[config.mk]
export PLATFORM = sky130hd
export DESIGN_NAME = rcr_bank
export DESIGN_NICKNAME = d
export VERILOG_FILES = /design/src/core/rcr_pkg.sv /design/src/core/rcr_rail.sv /design/src/core/rcr_bank.sv
export SDC_FILE = /design/constraint.sdc
export NUM_CORES = 1
export LEC_CHECK = 0
export BUFFER_PORTS_ARGS = -buffer_cell sky130_fd_sc_hd__buf_4
export CORE_AREA = 2 2 99 92
export CTS_CLUSTER_SIZE = 14
export DETAILED_ROUTE_END_ITERATION = 8
export DIE_AREA = 0 0 101 94
export GPL_TIMING_DRIVEN = 0
export PLACE_DENSITY = 0.65
export SKIP_LAST_GASP = 1
export SLEW_MARGIN = 40
export SYNTH_ARGS = -nofsm -noshare
export SYNTH_HDL_FRONTEND = slang
export SYNTH_SLANG_ARGS = --single-unit
[constraint.sdc]
create_clock -name core_clk -period 1.45 [get_ports core_clk]
set_clock_uncertainty 0.15 [all_clocks]
set_input_delay 0.29 -clock core_clk [delete_from_list [all_inputs] [get_ports core_clk]]
set_output_delay 0.29 -clock core_clk [all_outputs]
set_load 0.01 [all_outputs]
[src/core/rcr_pkg.sv]
// constants and types for the rail control register bank
//
// Contract
// - converter uses sleep code when field 11, pin low
// - sleep pin per rail fixed at build time
// - converter bits 3:2 reset 11, host writes 11
// - converter mode bit: 0 automatic, 1 forced PWM
// - converter disable bit 0 forces converter off
// - first linear uses sleep code when field 11
// - linear bits 3:1 reset 110, host writes 110
// - first linear disable bit 0 forces it off
// - second linear uses sleep code when field 11
// - second linear disable bit 0 forces it off
package rcr_pkg;

    // ------------------------------------------------------------
    // register offsets
    // ------------------------------------------------------------
    localparam logic [7:0] CONV_F_OFFSET = 8'h27;
    localparam logic [7:0] LIN_B_OFFSET  = 8'h28;
    localparam logic [7:0] LIN_C_OFFSET  = 8'h29;

    // ------------------------------------------------------------
    // field layout and encodings
    // ------------------------------------------------------------
    localparam int         SLEEP_MSB    = 5;
    localparam int         SLEEP_LSB    = 4;
    localparam int         MODE_BIT     = 1;
    localparam int         DISABLE_BIT  = 0;
    localparam logic [1:0] SLEEP_ACTIVE = 2'h3;
    localparam logic [1:0] SLEEP_OFF    = 2'h0;
    localparam logic [7:0] WRITE_MASK   = 8'h3f;
    localparam logic [7:0] UNMAPPED_RD  = 8'h00;

    // ------------------------------------------------------------
    // values after reset
    // ------------------------------------------------------------
    localparam logic [1:0] CONV_RSVD_RESET  = 2'h3;
    localparam logic [2:0] LIN_RSVD_RESET   = 3'h6;
    localparam logic [7:0] CONV_FACTORY_DEF = 8'h0d;
    localparam logic [7:0] LIN_FACTORY_DEF  = 8'h0d;
    localparam logic [7:0] SYNC_RESET       = 8'h03;
    localparam logic [7:0] CODE_RESET       = 8'h00;
    localparam int         NUM_EN_PINS      = 6;

    // ------------------------------------------------------------
    // types
    // ------------------------------------------------------------
    typedef enum logic
    {
        SLEEP_PIN_ONE = 1'b0,
        SLEEP_PIN_TWO = 1'b1
    } rcr_sleep_pin_t;

    typedef struct packed
    {
        logic [7:0] code;
        logic       on;
        logic       forcedPwm;
    } rcr_rail_out_t;

    typedef struct packed
    {
        logic       wrEn;
        logic       rdEn;
        logic [7:0] addr;
        logic [7:0] wrData;
    } rcr_reg_req_t;

endpackage

[src/core/rcr_rail.sv]
// per-rail voltage code selection, enable gating and mode output
`timescale 1ns/10ps
`default_nettype none

module rcr_rail
#(
    parameter bit         HAS_MODE = 1'b0,
    parameter logic [5:0] EN_MASK  = 6'h01
)
(
    // clock and reset
    input  wire logic                   clk,
    input  wire logic                   rstN,
    // control register and pins
    input  wire logic [7:0]             ctrl,
    input  wire logic                   sleepLvl,
    input  wire logic [5:0]             enPins,
    // voltage codes
    input  wire logic [7:0]             normalCode,
    input  wire logic [7:0]             sleepCode,
    // rail outputs
    output var  rcr_pkg::rcr_rail_out_t railOut
);

    // ------------------------------------------------------------
    // selection
    // ------------------------------------------------------------
    // reserved field values fall back to the normal code
    wire logic       sleepArmed;
    wire logic       useSleep;
    wire logic       pinEnable;
    wire logic       permitted;
    wire logic [7:0] codeNext;
    wire logic       onNext;
    wire logic       pwmNext;

    assign sleepArmed = ctrl[rcr_pkg::SLEEP_MSB:rcr_pkg::SLEEP_LSB]
                        == rcr_pkg::SLEEP_ACTIVE;
    assign useSleep   = sleepArmed && !sleepLvl;
    assign codeNext   = useSleep ? sleepCode : normalCode;
    assign pinEnable  = |(enPins & EN_MASK);
    assign permitted  = ctrl[rcr_pkg::DISABLE_BIT];
    assign onNext     = permitted && pinEnable;
    assign pwmNext    = HAS_MODE && ctrl[rcr_pkg::MODE_BIT];

    always_ff @(posedge clk)
    begin
        if (!rstN)
        begin
            railOut <= '{code: rcr_pkg::CODE_RESET, on: 1'b0, forcedPwm: 1'b0};
        end
        else
        begin
            railOut <= '{code: codeNext, on: onNext, forcedPwm: pwmNext};
        end
    end
endmodule

`default_nettype wire

[src/core/rcr_bank.sv]
// rail control register bank: converter f, linear b, linear c
`timescale 1ns/10ps
`default_nettype none

module rcr_bank
#(
    // build-time factory configuration
    parameter logic [7:0]              CONV_FACTORY  = rcr_pkg::CONV_FACTORY_DEF,
    parameter logic [7:0]              LINB_FACTORY  = rcr_pkg::LIN_FACTORY_DEF,
    parameter logic [7:0]              LINC_FACTORY  = rcr_pkg::LIN_FACTORY_DEF,
    parameter rcr_pkg::rcr_sleep_pin_t CONV_SLEEP_PIN = rcr_pkg::SLEEP_PIN_ONE,
    parameter rcr_pkg::rcr_sleep_pin_t LINB_SLEEP_PIN = rcr_pkg::SLEEP_PIN_ONE,
    parameter rcr_pkg::rcr_sleep_pin_t LINC_SLEEP_PIN = rcr_pkg::SLEEP_PIN_TWO,
    parameter logic [5:0]              CONV_EN_MASK  = 6'h01,
    parameter logic [5:0]              LINB_EN_MASK  = 6'h02,
    parameter logic [5:0]              LINC_EN_MASK  = 6'h04
)
(
    // clock and reset
    input  wire logic                   core_clk,
    input  wire logic                   reset_n,
    // register access from the serial interface core
    input  wire rcr_pkg::rcr_reg_req_t  regReq,
    output var  logic [7:0]             regRdData,
    // device pins, asynchronous
    input  wire logic                   sleepPinOne_n,
    input  wire logic                   sleepPinTwo_n,
    input  wire logic [5:0]             enableControlPins,
    // voltage codes from the voltage registers
    input  wire logic [7:0]             convFVoltageCode,
    input  wire logic [7:0]             convFSleepVoltageCode,
    input  wire logic [7:0]             linBVoltageCode,
    input  wire logic [7:0]             linBSleepVoltageCode,
    input  wire logic [7:0]             linCVoltageCode,
    input  wire logic [7:0]             linCSleepVoltageCode,
    // rail controls
    output var  rcr_pkg::rcr_rail_out_t convFOut,
    output var  rcr_pkg::rcr_rail_out_t linBOut,
    output var  rcr_pkg::rcr_rail_out_t linCOut
);

    // ------------------------------------------------------------
    // reset images
    // ------------------------------------------------------------
    // reserved bits are forced to their fixed value whatever the
    // factory image holds, and bits 7:6 are always zero
    localparam logic [7:0] CONV_RESET =
        {2'h0, CONV_FACTORY[5:4], rcr_pkg::CONV_RSVD_RESET, CONV_FACTORY[1:0]};
    localparam logic [7:0] LINB_RESET =
        {2'h0, LINB_FACTORY[5:4], rcr_pkg::LIN_RSVD_RESET, LINB_FACTORY[0]};
    localparam logic [7:0] LINC_RESET =
        {2'h0, LINC_FACTORY[5:4], rcr_pkg::LIN_RSVD_RESET, LINC_FACTORY[0]};

    // ------------------------------------------------------------
    // pin synchronisers
    // ------------------------------------------------------------
    // bits 7:2 enable pins, bit 1 sleep pin two, bit 0 sleep pin one
    logic [7:0] syncStage1_reg;
    logic [7:0] syncStage2_reg;

    always_ff @(posedge core_clk)
    begin
        if (!reset_n)
        begin
            syncStage1_reg <= rcr_pkg::SYNC_RESET;
            syncStage2_reg <= rcr_pkg::SYNC_RESET;
        end
        else
        begin
            syncStage1_reg <= {enableControlPins, sleepPinTwo_n, sleepPinOne_n};
            syncStage2_reg <= syncStage1_reg;
        end
    end

    wire logic [5:0] enPinsSync;
    wire logic       convSleepLvl;
    wire logic       linBSleepLvl;
    wire logic       linCSleepLvl;

    assign enPinsSync   = syncStage2_reg[7:2];
    // pin routing is a build-time choice, software cannot move it
    assign convSleepLvl = syncStage2_reg[CONV_SLEEP_PIN];
    assign linBSleepLvl = syncStage2_reg[LINB_SLEEP_PIN];
    assign linCSleepLvl = syncStage2_reg[LINC_SLEEP_PIN];

    // ------------------------------------------------------------
    // register file
    // ------------------------------------------------------------
    logic [7:0] convCtrl_reg;
    logic [7:0] linBCtrl_reg;
    logic [7:0] linCCtrl_reg;

    wire logic       hitConv;
    wire logic       hitLinB;
    wire logic       hitLinC;
    wire logic [7:0] wrMasked;
    wire logic [7:0] rdNext;

    assign hitConv  = regReq.addr == rcr_pkg::CONV_F_OFFSET;
    assign hitLinB  = regReq.addr == rcr_pkg::LIN_B_OFFSET;
    assign hitLinC  = regReq.addr == rcr_pkg::LIN_C_OFFSET;
    // reserved values written by the host are stored as given; the
    // device does not repair them
    assign wrMasked = regReq.wrData & rcr_pkg::WRITE_MASK;
    assign rdNext   = hitConv ? convCtrl_reg :
                      hitLinB ? linBCtrl_reg :
                      hitLinC ? linCCtrl_reg :
                      rcr_pkg::UNMAPPED_RD;

    always_ff @(posedge core_clk)
    begin
        if (!reset_n)
        begin
            convCtrl_reg <= CONV_RESET;
            linBCtrl_reg <= LINB_RESET;
            linCCtrl_reg <= LINC_RESET;
        end
        else if (regReq.wrEn)
        begin
            convCtrl_reg <= hitConv ? wrMasked : convCtrl_reg;
            linBCtrl_reg <= hitLinB ? wrMasked : linBCtrl_reg;
            linCCtrl_reg <= hitLinC ? wrMasked : linCCtrl_reg;
        end
    end

    // read data is registered and held until the next read
    always_ff @(posedge core_clk)
    begin
        if (!reset_n)
        begin
            regRdData <= rcr_pkg::UNMAPPED_RD;
        end
        else if (regReq.rdEn)
        begin
            regRdData <= rdNext;
        end
    end

    // ------------------------------------------------------------
    // rails
    // ------------------------------------------------------------
    rcr_rail
    #(
        .HAS_MODE (1'b1),
        .EN_MASK  (CONV_EN_MASK)
    )
    convRail
    (
        .clk        (core_clk),
        .rstN       (reset_n),
        .ctrl       (convCtrl_reg),
        .sleepLvl   (convSleepLvl),
        .enPins     (enPinsSync),
        .normalCode (convFVoltageCode),
        .sleepCode  (convFSleepVoltageCode),
        .railOut    (convFOut)
    );

    rcr_rail
    #(
        .HAS_MODE (1'b0),
        .EN_MASK  (LINB_EN_MASK)
    )
    linBRail
    (
        .clk        (core_clk),
        .rstN       (reset_n),
        .ctrl       (linBCtrl_reg),
        .sleepLvl   (linBSleepLvl),
        .enPins     (enPinsSync),
        .normalCode (linBVoltageCode),
        .sleepCode  (linBSleepVoltageCode),
        .railOut    (linBOut)
    );

    rcr_rail
    #(
        .HAS_MODE (1'b0),
        .EN_MASK  (LINC_EN_MASK)
    )
    linCRail
    (
        .clk        (core_clk),
        .rstN       (reset_n),
        .ctrl       (linCCtrl_reg),
        .sleepLvl   (linCSleepLvl),
        .enPins     (enPinsSync),
        .normalCode (linCVoltageCode),
        .sleepCode  (linCSleepVoltageCode),
        .railOut    (linCOut)
    );
endmodule

`default_nettype wire

# Word-level counts from Yosys, hierarchy flattened
# Cells that the tools add are included.
# totals
reg_bits	66
latchBits	0
mem_bits_rw	0
romBits	0
out_inout_bits	38
elab_cells	38
n_memories	0
# op_classes
n_addsub	0
multipliers	0
div	0
order_cmp	0
eq_ne	6
shift	0
muxes	6
bitwise_logic	0
reduce_logical	11
# op_table
op	count
8-bit by 6-bit == test with 1-bit output (second input constant)	3
8-bit two-way mux	3
6-bit two-way mux	3
2-bit == test (second input constant)	3
1-bit logical AND	6
2-bit AND reduction	3
1-bit logical NOT	2

# Logic depth before layout (Yosys ltp)
# logic_depth
depth_word	4
mapped_depth	4
depth_no_buf	3

# Hierarchy
# From an unflattened synthesis, not the netlist that was laid out.
# hier_totals
hier_cells	268
area_unflattened_um2	2702.6
# by_module_without_submodules
module	n_inst	cells_each	area_each_um2	seq_area_each_um2
rcr_bank	1	148	1569.0	800.8
rcr_rail at linBRail ...	2	40	372.9	180.2
rcr_rail at convRail	1	40	387.9	200.2

# Worst setup path before layout
# No wires, ideal clock.
# synth_timing
path_kind	input port to flip-flop
from	input port regReq[12] (netlist bit)
to	register linCCtrl_reg[1]
setup_time_ps	72
arrival_ps	1244
t_required_ps	1228
path_slack_ps	-15
stages	4
n_path_buf	1
cell_sequence	nor4b_4 > and3_1 > buf_6 > mux2i_1
# synth_via
elab_chain_cells	2
# synth_rtl
item	line_no	rtl
start: declaration	rcr_bank.sv:23	input wire rcr_pkg::rcr_reg_req_t regReq,
8-bit by 6-bit == test with 1-bit output	rcr_bank.sv:101	assign hitLinC = regReq.addr == rcr_pkg::LIN_C_OFFSET;
2-bit AND reduction (no source line)	--	
end signal: assignment	rcr_bank.sv:122	linCCtrl_reg <= hitLinC ? wrMasked : linCCtrl_reg;
end: declaration	rcr_bank.sv:91	logic [7:0] linCCtrl_reg;
# No other way between the ends.
# A chain may end at the register's enable or synchronous reset.

# Final worst setup path
# layout_timing
from	input port regReq[11] (netlist bit)
to	register convCtrl_reg[4]
# layout_via
elab_chain_cells	2
# layout_rtl
item	line_no	rtl
8-bit by 6-bit == test with 1-bit output	rcr_bank.sv:99	assign hitConv = regReq.addr == rcr_pkg::CONV_F_OFFSET;
2-bit AND reduction (no source line)	--	
end signal: assignment	rcr_bank.sv:120	convCtrl_reg <= hitConv ? wrMasked : convCtrl_reg;
end: declaration	rcr_bank.sv:89	logic [7:0] convCtrl_reg;
# No other way between the ends.

==> results.md <==
* Status: completed
* DRT Pass-1 Iters at 4
* GPL Wtd Cong at 0.775
* Path depth of the worst reg2reg path at 4
* Port Buffer Count at 103
* Synth area leader: dfxtp_1
* H-tree depth at 3
* CTS clk-pin slew, worst paths at 0.07 ns
* Area delta synth->final at 46.5%
* Area of the multi-input gates at 1150 um^2
* Final hold violations at 0
* First-pass GRT wire length at 9360 um
* Die area at 9490 um^2
* Antenna cells at 0
* Die Y at 94 um
* Distinct cell type count after synthesis at 23
* Crit Reg-Reg Endpoint: convRail.railOut[4]$_SDFF_PN0_
* Commonest cells in the netlist: dfxtp_1, mux2i_1, nor2b_1, nand2_1, clkbuf_1
* DRT iter0 DRCs at 80
* Final critical-path share of the clock period at 93.4%
* Worst setup margin at 0.0954 ns
* Top flop regs: convRail.railOut: 10 flops, linBRail.railOut: 9 flops, linCRail.railOut: 9 flops
* Post-synthesis compound-gate area fraction at 6.98%
* Critical Path Sink Type: flip-flop
* Num rows at 32
* Top-count cell post-synth: dfxtp_1
* Final ANT Viol Nets at 0
* Grt ovf at 0
* Routed wire length at 6100 um
* Required time worst endpoint at 1.51 ns
* Min-delay src: enableControlPins[2]
* Reg area at 1240 um^2
* Share of layout cells above drive strength 1 at 37.2%
* CP arrival at 1.41 ns
* IO Count at 114
* Die X at 101 um
* Lkg Pwr at 1.78 nW
* RSZ-0062 raised after global routing: no
* Seq/Total Area, Yosys at 50.2%
* XOR/XNOR share of the synthesized area at 0%
* Wire per inst at 13.3 um
* Syn_area_per_cell at 10.7 um^2
* PnR Total Power at 0.00367 W
* Top reg by flops: convRail.railOut
* CP max FO at 7
* Max reg flops at 10
* Post-Synth Simple-Gate Area at 21.8%
* Largest net degree at the start of global routing at 11
* CTS Buf Count at 9
* DP Worst Slack at -0.374 ns
* Setup violators final at 0
* Initial antenna violation count at 0
* Largest cells by area after synthesis: dfxtp_1, mux2i_1, nor2b_1
* Slew Viols, Final at 0
* CTS sink cnt at 62
* Core ar. at 8410 um^2
* Seq cells post-synth at 62
* Yosys top cell area share at 50.2%
* Tmin final at 1.35 ns
* Via count at 2,049
* Post-DP HPWL at 4570 um
* Post-DR vias/cell at 4.45
* Vias in the first global route at 2,011
* Worst hold stages at 2
* Post-Syn Area at 2470 um^2
* Core Util, Final at 43.1%
* Startpoint Class: primary input
* Synth Flop Type: dfxtp_1
* Synth Instances at 232
* Area share of fa/ha/maj cells after synthesis at 0%
* Reg-to-reg critical path startpoint: convCtrl_reg[5]$_SDFFE_PN0P_
* GRT Total Usage at 12.8%
* Hold Crit Class: in -> reg
* Clock insertion delay at the later pin of the skew report at 0.33 ns
* MaxCap Viol Count at 0
* Maximum buffer depth of the clock tree at 2
* Fill cells at 844
* Power per cell area at 1010 nW/um^2
* VDD IR max at 594 uV
* Residual DRC count at 0
* Post-synthesis async set-or-reset flop share at 0%
* Setup CP Type: in -> reg
* Register-to-register setup slack at 0.19 ns
* Post-synth EDFFs at 0
* Largest family of logic cells by synthesized area: simple AND/OR/NAND/NOR gates
* Nets at 429
* Warnings from Yosys at 0
* CTS tree: done
* Starting Density at 29.4%
* Highest Clock Rate at 738 MHz
* Hold endpoint: syncStage1_reg[4]$_SDFF_PN0_
* Root Driver: clkbuf_8
* Post-synthesis mux area share at 17.0%
-- cell type report --
| cell class | count | area share, % |
|---|---|---|
| plain buffers | 18 | 2.66 |
| flip-flops and latches | 62 | 34.2 |
| inverters | 1 | 0.104 |
| clock buffers | 13 | 4.38 |
| multi-input cells | 154 | 31.6 |
| repair buffers | 107 | 22.3 |
| clock inverters | 3 | 1.17 |
| well taps | 102 | 3.52 |
-- how the worst max path moves through the flow --
stage                           from                           end  cells after the start
after global routing       regReq[8]  linBCtrl_reg[5]$_SDFFE_PN0P_                      4
after floorplan           regReq[12]  linCCtrl_reg[1]$_SDFFE_PN0P_                      4
after global placement    regReq[12]  convCtrl_reg[0]$_SDFFE_PN1P_                      4
after CTS                    reset_n     regRdData[5]$_SDFFE_PN0P_                      4
final                     regReq[11]  convCtrl_reg[4]$_SDFFE_PN0P_                      5
after detailed placement  regReq[12]  linBCtrl_reg[5]$_SDFFE_PN0P_                      4
-- routing by layer --
metal | GRT usage [%] | up-vias | routed length (um)
met1 | 14.9 | 936 | 2610
li1 | - | 1037 | -
met5 | 0 | - | 0
met2 | 21.8 | 66 | 3010
met3 | 3.72 | 10 | 390
met4 | 5.41 | 0 | 88
-- logic make-up (layout without fill, tap and decap cells) --
| group | after synthesis | in the layout |
|---|---|---|
| other | 1 | 4 |
| DFF | 62 | 62 |
| and+or+nand+nor | 84 | 84 |
| muxes | 42 | 42 |
| AOI/OAI and AO/OA | 24 | 24 |
| buffers and inverters | 19 | 142 |
-- where the power goes --
group          internal (W)  switching (W)
Clock              0.000886       0.000628
Combinational      0.000240       0.000154
Sequential          0.00175      0.0000119
-- layout by cell type (no fill, tap or decap), types with 6 or more instances in the layout --
cell        n
buf_4     109
dfxtp_1    62
mux2i_1    42
nor2b_1    42
nand2_1    18
clkbuf_8   11
clkbuf_1   10
a221oi_1    6
a21oi_1     6
o31ai_1     6
a211oi_1    6
and2_1      6
-- metrics by stage --
| stage | TNS [ns] | cells | hold WS, ns | area [um^2] |
|---|---|---|---|---|
| 6_report | 0 | 460 | 0.0192 | 3630 |
| 5_1_grt | 0 | 460 | 0.00232 | 3630 |
| 4_1_cts | 0 | 460 | 0.000823 | 3620 |
| 3_5_place_dp | -8.03 | 440 | 0.242 | 3390 |
| 3_3_place_gp | -7.75 | 440 | 0.243 | 3390 |
| 2_1_floorplan | -0.0921 | 235 | 0.236 | 2490 |
-- repair_timing --
| action | 4_1_cts | 5_1_grt |
|---|---|---|
| setup endpoints to repair | 12 | 7 |
| hold buffers | 2 | 0 |
| resized for setup | 0 | 4 |
| buffers inserted | 2 | 0 |
| endpoints found under the hold margin | 2 | 0 |
| pin swaps | 1 | 0 |
-- worst max-delay path, stage by stage --
cell and delay, ns:
buf_4 0.12, and4b_1 0.23, clkbuf_1 0.29, nand3_2 0.29, mux2i_1 0.19
(Power assumes the default switching activity.)
